===== src/design/ppcr_pkg.sv =====
// package for the port pin configuration registers: offsets, resets, types
// assumes a byte-wide special function register access, one clock domain
package ppcr_pkg;

	// ****************************************
	// register offsets in function register space
	// ****************************************
	localparam logic [7:0] PORT1_DATA_LATCH_ADDR        = 8'h90;
	localparam logic [7:0] PORT1_OUTPUT_DRIVE_MODE_ADDR = 8'hA5;
	localparam logic [7:0] PORT0_CROSSBAR_SKIP_ADDR     = 8'hD4;
	localparam logic [7:0] PORT1_CROSSBAR_SKIP_ADDR     = 8'hD5;
	localparam logic [7:0] PORT1_ANALOG_SELECT_ADDR     = 8'hF2;

	// bit address space: bits 0x90..0x97 map to the data latch bits 0..7
	localparam logic [4:0] PORT1_BIT_GROUP              = 5'h12;
	localparam int         BIT_INDEX_MSB                = 2;

	// ****************************************
	// reset values
	// ****************************************
	localparam logic [7:0] PORT1_DATA_LATCH_RST         = 8'hFF;
	localparam logic [7:0] PORT1_OUTPUT_DRIVE_MODE_RST  = 8'h00;
	localparam logic [7:0] PORT0_CROSSBAR_SKIP_RST      = 8'h00;
	localparam logic [7:0] PORT1_CROSSBAR_SKIP_RST      = 8'h00;
	localparam logic [7:0] PORT1_ANALOG_SELECT_RST      = 8'hFF;
	localparam logic [7:0] UNMAPPED_READ_VALUE          = 8'h00;

	localparam int         PORT_WIDTH                   = 8;

	// ****************************************
	// carriers
	// ****************************************
	typedef struct packed {
		logic       wr;      // write strobe
		logic       rd;      // read strobe
		logic       bit_op;  // addr is a bit address, data in wdata[0]
		logic       rmw;     // read-modify-write: read the latch
		logic [7:0] addr;
		logic [7:0] wdata;
	} ppcr_sfr_req_t;

	typedef struct packed {
		logic [7:0] out;       // level driven when enabled
		logic [7:0] oe;        // driver enable
		logic [7:0] pullup_en; // weak pull-up enable
		logic [7:0] dig_in_en; // digital receiver enable
	} ppcr_pin_drive_t;

endpackage


===== src/design/ppcr_port_regs.sv =====
// port 0 skip and port 1 data/mode/skip registers with the port 1 pad control
// assumes the core issues one-cycle strobes; pins are asynchronous to clk
// assumes the crossbar decoder and the pad cells sit outside this block
module ppcr_port_regs (
	// clock and reset
	input  wire logic                   clk,
	input  wire logic                   rst,
	// function register access
	input  wire ppcr_pkg::ppcr_sfr_req_t sfr_req,
	output logic [7:0]                  sfr_rdata,
	output logic                        sfr_rvalid,
	// port 1 pads
	input  wire logic [7:0]             port1_pin_in,
	output ppcr_pkg::ppcr_pin_drive_t   port1_pad,
	// to the crossbar decoder
	output logic [7:0]                  port0_skip_out,
	output logic [7:0]                  port1_skip_out
);

	// ****************************************
	// register state
	// ****************************************
	logic [7:0] port1_data_latch_reg,        port1_data_latch_next;
	logic [7:0] port1_output_drive_mode_reg, port1_output_drive_mode_next;
	logic [7:0] port0_crossbar_skip_reg,     port0_crossbar_skip_next;
	logic [7:0] port1_crossbar_skip_reg,     port1_crossbar_skip_next;
	logic [7:0] port1_analog_select_reg,     port1_analog_select_next;
	logic [7:0] rdata_reg,                   rdata_next;
	logic       rvalid_reg,                  rvalid_next;
	logic [7:0] pin_meta_reg;
	logic [7:0] pin_sync_reg;
	logic [7:0] pin_level;
	logic       bit_hit;
	logic [2:0] bit_idx;

	// the bit group shares its upper five address bits with the data byte
	assign bit_hit = sfr_req.bit_op &&
		(sfr_req.addr[7:3] == ppcr_pkg::PORT1_BIT_GROUP);
	assign bit_idx = sfr_req.addr[ppcr_pkg::BIT_INDEX_MSB:0];

	// analog pins read low: their receiver is switched off
	assign pin_level = pin_sync_reg & port1_analog_select_reg;

	// ****************************************
	// register writes and reads
	// ****************************************
	// a write and a read in the same cycle: the read answers with the
	// value from before the write
	always_comb begin
		port1_data_latch_next        = port1_data_latch_reg;
		port1_output_drive_mode_next = port1_output_drive_mode_reg;
		port0_crossbar_skip_next     = port0_crossbar_skip_reg;
		port1_crossbar_skip_next     = port1_crossbar_skip_reg;
		port1_analog_select_next     = port1_analog_select_reg;
		rdata_next                   = rdata_reg;
		// one-cycle answer; rdata holds until the next read replaces it
		rvalid_next                  = sfr_req.rd;
		if (sfr_req.wr) begin
			if (sfr_req.bit_op) begin
				// a bit write only touches its own latch bit, so the
				// other latch bits keep their stored value
				if (bit_hit) begin
					port1_data_latch_next[bit_idx] = sfr_req.wdata[0];
				end
			end else begin
				unique case (sfr_req.addr)
					ppcr_pkg::PORT1_DATA_LATCH_ADDR: begin
						port1_data_latch_next = sfr_req.wdata;
					end
					ppcr_pkg::PORT1_OUTPUT_DRIVE_MODE_ADDR: begin
						port1_output_drive_mode_next = sfr_req.wdata;
					end
					ppcr_pkg::PORT0_CROSSBAR_SKIP_ADDR: begin
						port0_crossbar_skip_next = sfr_req.wdata;
					end
					ppcr_pkg::PORT1_CROSSBAR_SKIP_ADDR: begin
						port1_crossbar_skip_next = sfr_req.wdata;
					end
					ppcr_pkg::PORT1_ANALOG_SELECT_ADDR: begin
						port1_analog_select_next = sfr_req.wdata;
					end
					default: begin
					end
				endcase
			end
		end
		if (sfr_req.rd) begin
			// unmapped bytes and foreign bit addresses read as zero;
			// bit reads answer in bit 0 only, the upper bits stay zero
			rdata_next = ppcr_pkg::UNMAPPED_READ_VALUE;
			if (sfr_req.bit_op) begin
				if (bit_hit) begin
					rdata_next[0] = sfr_req.rmw ?
						port1_data_latch_reg[bit_idx] :
						pin_level[bit_idx];
				end
			end else begin
				unique case (sfr_req.addr)
					ppcr_pkg::PORT1_DATA_LATCH_ADDR: begin
						rdata_next = sfr_req.rmw ?
							port1_data_latch_reg : pin_level;
					end
					ppcr_pkg::PORT1_OUTPUT_DRIVE_MODE_ADDR: begin
						rdata_next = port1_output_drive_mode_reg;
					end
					ppcr_pkg::PORT0_CROSSBAR_SKIP_ADDR: begin
						rdata_next = port0_crossbar_skip_reg;
					end
					ppcr_pkg::PORT1_CROSSBAR_SKIP_ADDR: begin
						rdata_next = port1_crossbar_skip_reg;
					end
					ppcr_pkg::PORT1_ANALOG_SELECT_ADDR: begin
						rdata_next = port1_analog_select_reg;
					end
					default: begin
					end
				endcase
			end
		end
	end

	always_ff @(posedge clk) begin
		if (rst) begin
			port1_data_latch_reg        <= ppcr_pkg::PORT1_DATA_LATCH_RST;
			port1_output_drive_mode_reg <= ppcr_pkg::PORT1_OUTPUT_DRIVE_MODE_RST;
			port0_crossbar_skip_reg     <= ppcr_pkg::PORT0_CROSSBAR_SKIP_RST;
			port1_crossbar_skip_reg     <= ppcr_pkg::PORT1_CROSSBAR_SKIP_RST;
			port1_analog_select_reg     <= ppcr_pkg::PORT1_ANALOG_SELECT_RST;
			rdata_reg                   <= 8'h00;
			rvalid_reg                  <= 1'b0;
		end else begin
			port1_data_latch_reg        <= port1_data_latch_next;
			port1_output_drive_mode_reg <= port1_output_drive_mode_next;
			port0_crossbar_skip_reg     <= port0_crossbar_skip_next;
			port1_crossbar_skip_reg     <= port1_crossbar_skip_next;
			port1_analog_select_reg     <= port1_analog_select_next;
			rdata_reg                   <= rdata_next;
			rvalid_reg                  <= rvalid_next;
		end
	end

	// ****************************************
	// pin input synchroniser
	// ****************************************
	// two stages against metastability; the price is that a pin change
	// reaches a read only two edges after it settles
	always_ff @(posedge clk) begin
		if (rst) begin
			pin_meta_reg <= 8'h00;
			pin_sync_reg <= 8'h00;
		end else begin
			pin_meta_reg <= port1_pin_in;
			pin_sync_reg <= pin_meta_reg;
		end
	end

	// ****************************************
	// pad control, per pin
	// ****************************************
	ppcr_pkg::ppcr_pin_drive_t pad_next;
	ppcr_pkg::ppcr_pin_drive_t pad_reg;
	logic [7:0]                skip0_reg;
	logic [7:0]                skip1_reg;

	// registered from the _next values so pads follow a write by one edge
	for (genvar i = 0; i < ppcr_pkg::PORT_WIDTH; i++) begin : g_pad
		always_comb begin
			pad_next.out[i]       = port1_data_latch_next[i];
			pad_next.dig_in_en[i] = port1_analog_select_next[i];
			if (!port1_analog_select_next[i]) begin
				// analog: drive mode ignored, everything off
				pad_next.oe[i]        = 1'b0;
				pad_next.pullup_en[i] = 1'b0;
			end else if (port1_output_drive_mode_next[i]) begin
				// push-pull drives both levels, so the pull-up stays off
				pad_next.oe[i]        = 1'b1;
				pad_next.pullup_en[i] = 1'b0;
			end else begin
				// open drain: pull low only, release to weak pull-up
				pad_next.oe[i]        = ~port1_data_latch_next[i];
				pad_next.pullup_en[i] = port1_data_latch_next[i];
			end
		end
	end

	// pads and skip masks are flops so the pins never see decode glitches
	always_ff @(posedge clk) begin
		if (rst) begin
			pad_reg.out       <= ppcr_pkg::PORT1_DATA_LATCH_RST;
			pad_reg.oe        <= 8'h00;
			pad_reg.pullup_en <= ppcr_pkg::PORT1_DATA_LATCH_RST;
			pad_reg.dig_in_en <= ppcr_pkg::PORT1_ANALOG_SELECT_RST;
			skip0_reg         <= ppcr_pkg::PORT0_CROSSBAR_SKIP_RST;
			skip1_reg         <= ppcr_pkg::PORT1_CROSSBAR_SKIP_RST;
		end else begin
			pad_reg   <= pad_next;
			skip0_reg <= port0_crossbar_skip_next;
			skip1_reg <= port1_crossbar_skip_next;
		end
	end

	// every output comes straight from a flip-flop
	assign port1_pad      = pad_reg;
	assign port0_skip_out = skip0_reg;
	assign port1_skip_out = skip1_reg;
	assign sfr_rdata      = rdata_reg;
	assign sfr_rvalid     = rvalid_reg;

endmodule


===== config.mk =====
export PLATFORM = sky130hd
export DESIGN_NAME = ppcr_port_regs
export DESIGN_NICKNAME = d
export VERILOG_FILES = /design/src/design/ppcr_pkg.sv /design/src/design/ppcr_port_regs.sv
export SDC_FILE = /design/constraint.sdc
export NUM_CORES = 1
export LEC_CHECK = 0
export BUFFER_PORTS_ARGS = -buffer_cell sky130_fd_sc_hd__buf_2
export CAP_MARGIN = 40
export CORE_ASPECT_RATIO = 0.6
export CORE_UTILIZATION = 25
export CTS_CLUSTER_DIAMETER = 200
export DETAILED_ROUTE_END_ITERATION = 10
export PLACE_DENSITY = 0.43
export SLEW_MARGIN = 0
export SYNTH_ARGS = -nofsm -noshare
export SYNTH_HDL_FRONTEND = slang
export SYNTH_SLANG_ARGS = --single-unit
export TNS_END_PERCENT = 10

===== constraint.sdc =====
create_clock -name clk -period 2.47 [get_ports clk]
set_input_delay 0.247 -clock clk [delete_from_list [all_inputs] [get_ports clk]]
set_output_delay 0.247 -clock clk [all_outputs]
set_load 0.01 [all_outputs]

After elaboration in Yosys (flattened, before gate mapping)
Cells that the tools add are included.
- bitwise operators: 18
- magnitude comparators: 2
- multiplexer cells: 47
- equal/unequal tests: 6
- reductions and logical operators: 12
- operator list (operator ; number):
    $mux W8 ; 11
    $eq A8 B8 Y1 const B ; 5
    $pmux W8 S5 ; 1
    $mux W1 ; 30
    $not A1 Y1 ; 17
    $reduce_or A2 Y1 ; 8
    $and A8 B8 Y8 ; 1
    $bwmux W8 ; 1
    $mux W7 ; 1
    $bmux W1 S3 ; 2
    $reduce_and A3 Y1 ; 2
    $eq A5 B5 Y1 const B ; 1
    $lt A3 B4 Y1 const B ; 1
    $demux W1 S3 ; 1
    $ge A3 B1 Y1 const B ; 1
    $logic_and A1 B1 Y1 ; 2
- register bits after elaboration: 81
- word-level logic and storage cells: 103
- input port bits: 30

Longest topological paths before layout
- word-level depth: 10
- depth in mapped cells: 8
- gate-level depth less buffers: 5

Least setup slack after synthesis
Ideal clock, no wire load.
- path type: input -> register
- start point: input sfr_req[9] (netlist name)
- end point: register pad_reg (netlist bit port1_pad[8])
- arrival time: 1.621 ns
- path slack: 0.734 ns
- buffers on the path: 1
- stages: 6
- cells stage by stage: buf_2 > nand2b_1 > nor4_4 > nand2_4 > mux2_4 > a31o_1
- word-level cells in the longest chain between the ends: 10
- elaborated cells on any way between the ends: 21
- classes of those cells: order compare: 2; eq/ne: 3; mux: 15; reduce/logical: 1
- ends and longest elaborated chain (what ; RTL line ; text):
    from (decl) ; ppcr_port_regs.sv:9 ; input wire ppcr_pkg::ppcr_sfr_req_t sfr_req,
    $lt A3 B4 Y1 (implied by the code) or $ge A3 B1 Y1 (tied branches) ; ppcr_port_regs.sv:63 ; port1_data_latch_next[bit_idx] = sfr_req.wdata[0];
    $logic_and A1 B1 Y1 (implied by the code) ; ppcr_port_regs.sv:63 ;
    $mux W1 (implied by the code) ; ppcr_port_regs.sv:63 ;
    $demux W1 S3 ; ppcr_port_regs.sv:63 ;
    $bwmux W8 ; ppcr_port_regs.sv:63 ;
    $mux W8 ; ppcr_port_regs.sv:62 ; if (bit_hit) begin
    $mux W8 ; ppcr_port_regs.sv:59 ; if (sfr_req.bit_op) begin
    $mux W8 ; ppcr_port_regs.sv:58 ; if (sfr_req.wr) begin
    $mux W1 ; ppcr_port_regs.sv:174 ; end else if (port1_output_drive_mode_next[i]) begin
    $mux W1 * ; ppcr_port_regs.sv:170 ; if (!port1_analog_select_next[i]) begin
    to (signal assigned) ; ppcr_port_regs.sv:196 ; pad_reg <= pad_next;
    to (decl) ; ppcr_port_regs.sv:161 ; ppcr_pkg::ppcr_pin_drive_t pad_reg;
Every way passes the cells marked *; elsewhere a longest branch is shown, timed or not.
A chain may end at the register's enable or synchronous reset.

Worst setup path after layout
- start point: input sfr_req[9] (netlist name)
- end point: register pad_reg (netlist bit port1_pad[15])
The elaborated chain is that of the path after synthesis.

==> flow_summary.ini <==
[finish]
largest_reg_flops = 32
syn_to_final_growth_pct = 25.7
final_nets = 518
final-instance-count-excl-fill = 685
antenna_cells = 0
fin_area_sq_um = 4600
layout-drive-gt1-share = 0.282

[logic_synthesis]
syn_inst = 405
synth_area_per_cell_sq_um = 9.03
yosys_warnings = 0
synth.distinct_cells = 68
seq_area_frac_synth = 0.443
post-synth-top-area-fraction = 0.443
synth_edf_count = 0
yosysMostFrequentCell = dfxtp_1
syn-num-nets = 435
yosys.area.top_type = dfxtp_1
syn_area_sq_um = 3660
synthTopCellsByCount = dfxtp_1 (81), nand2_1 (56), a21oi_1 (28)
synth_ff_type = dfxtp_1
ys_ff_latch = 81
synth.area.top_cells = dfxtp_1 (44%), nand2_1 (5.7%), mux2i_1 (4.7%)
synthArstFlopShare = 0

[worst_setup_path]
cp_max_fo = 14
required_ns = 2.71
crit_path_end_kind = flop
critPathLaunchType = input port
arrival_ns = 2.17
worstSetupPathType = input port to flop

[sta]
skew_ns = 0.00500
slew-limit-headroom = 0.460
period_needed_ns = 1.94
post-route-period-util = 0.784
fmax_mhz = 517
hold_violations = 0
drv_slew = 0
fin_tns_setup_ns = 0
setup_viol = 0
setup_slack_ns = 0.534
fin_hold_ws_ns = 0.111
rsz0062_at_grt = no
worst_pin_slew_ns = 0.790

[power_and_ir_drop]
power.switching_mw = 0.710
switching_share = 0.243
combinationalPowerShare = 0.068
p_int_mw = 2.21
power_frac_seq = 0.454
power_density_nw_per_um2 = 635
pwr-share-clk = 0.479
p_leak_nw = 1.89
vdd_drop_max_mv = 0.289

[cts]
ctsHoldBuffers = 0
cts-buffers-inserted = 9
cts_resized = 0
cts_root_buf = clkbuf_16
path_clk_slew_ns = 0.06
tritoncts = done
cts_max_path_buffers = 2
cts-htree-levels = 3
postCtsSetupBuffers = 0
insertion_delay_ns = 0.34
cts.sinks = 81

[floorplanning]
rows = 33
dieWidth_um = 158
core_area_sq_um = 14000
die-area_sq_um = 15100
start_util = 0.262
io_pins = 87
die_h_um = 95.7

[grt]
grt-busiest-layer = met1
grt_pass1_wl_um = 19300
grt_pass1_vias = 3257
grt_remaining_overflow = 0
gr-usage-met1 = 0.277
met2_usage = 0.230
antenna_found_initial = 0
use_met3 = 0.0365
grt_start_max_net_pins = 35
track_usage = 0.176

[placement]
dp.cells = 669
place_ws_ns = 0.296
dpl_cell_area_sq_um = 4290
io_buffers = 86
gp_congestion = 0.875
dp_hpwl_um = 9690

[min_path]
worstHoldPathType = input port to flop

[drt]
ant_nets = 0
drt-pass1-iter-count = 5
drtIter0Drc = 375
wl_per_cell_um = 18.6
drt_wl_total_um = 12800
routed-via-count = 3428
drc_errors = 0
drt-vias-per-instance = 5.00

[run_status]
status = completed

[flow_run]
maxCapViolCount = 0
worst max-delay path, stage by stage:
cell and delay (ns):
buf_2 0.20, buf_4 0.23, or4_4 0.57, a211oi_1 0.33
o22ai_1 0.26, o31ai_1 0.33
final cells by class:
class                   count  area, sq um
clock buffers              10          239
clock inverters             6         73.8
fillers                  1534         9360
inverters                   6         22.5
multi-input cells         291         1870
flip-flops and latches     81         1620
well taps                 192          240
repair buffers             99          528
final timing paths:
path              slack (ns)                          to  depth (start not counted)                       start
setup reg to reg        0.58   sfr_rdata[0]$_SDFFE_PP0P_                          6    port1_pad[24]$_SDFF_PP1_
setup / recovery        0.53    port1_pad[15]$_SDFF_PP1_                          6                  sfr_req[9]
hold / removal          0.11  pin_meta_reg[3]$_SDFF_PP0_                          2             port1_pin_in[3]
hold reg to reg         0.44  pin_sync_reg[5]$_SDFF_PP0_                          1  pin_meta_reg[5]$_SDFF_PP0_
per-stage QoR:
| step | utilization | power (mW) |
|---|---|---|
| floorplan | - | 1.47 |
| detailed placement | 0.307 | 1.55 |
| global route | 0.329 | 3.02 |
| CTS | 0.329 | 2.96 |
| global placement | 0.307 | 1.55 |
| finish | 0.329 | 2.92 |
placed cells by master (no fill, tap or decap), types with 3 or more instances in the layout:
cell,Yosys,layout
a21o_1,7,7
clkbuf_16,0,9
mux2i_1,17,17
o21ai_0,12,12
nor2b_1,22,22
nor3_1,8,8
o32a_1,3,3
or3_1,3,3
inv_1,6,6
nand2b_1,8,8
a222oi_1,5,5
o22ai_1,6,6
o31ai_1,4,4
nor2_1,13,13
a22oi_1,5,5
mux2_2,5,5
a21oi_1,28,28
dfxtp_1,81,81
buf_2,10,86
a31oi_1,4,4
nand3_1,25,25
or2_2,3,3
nand2_1,56,56
buf_4,1,13
a211oi_1,5,5
power by group through the flow:
stage	sequential [mW]	combinational (mW)	clock (mW)
finish	1.32	0.198	1.40
global route	1.33	0.216	1.48
CTS	1.32	0.197	1.43
detailed placement	1.35	0.196	0
global placement	1.35	0.196	0
floorplan	1.35	0.117	0
routing by layer:
layer / part of all wire / up-vias / wire length (um)
met5: 0 / - / 0
met4: 0.013 / 0 / 172
met3: 0.064 / 17 / 813
met2: 0.38 / 124 / 4820
met1: 0.54 / 1642 / 6940
li1: - / 1645 / -
cell families after synthesis:
kind of cell    synth area share
mux                       0.0660
xor+xnor                 0.00479
buf+inv                   0.0445
flops                      0.443
simple gates               0.247
compound gates             0.194
Note: power is estimated with default switching activity, not from simulation.
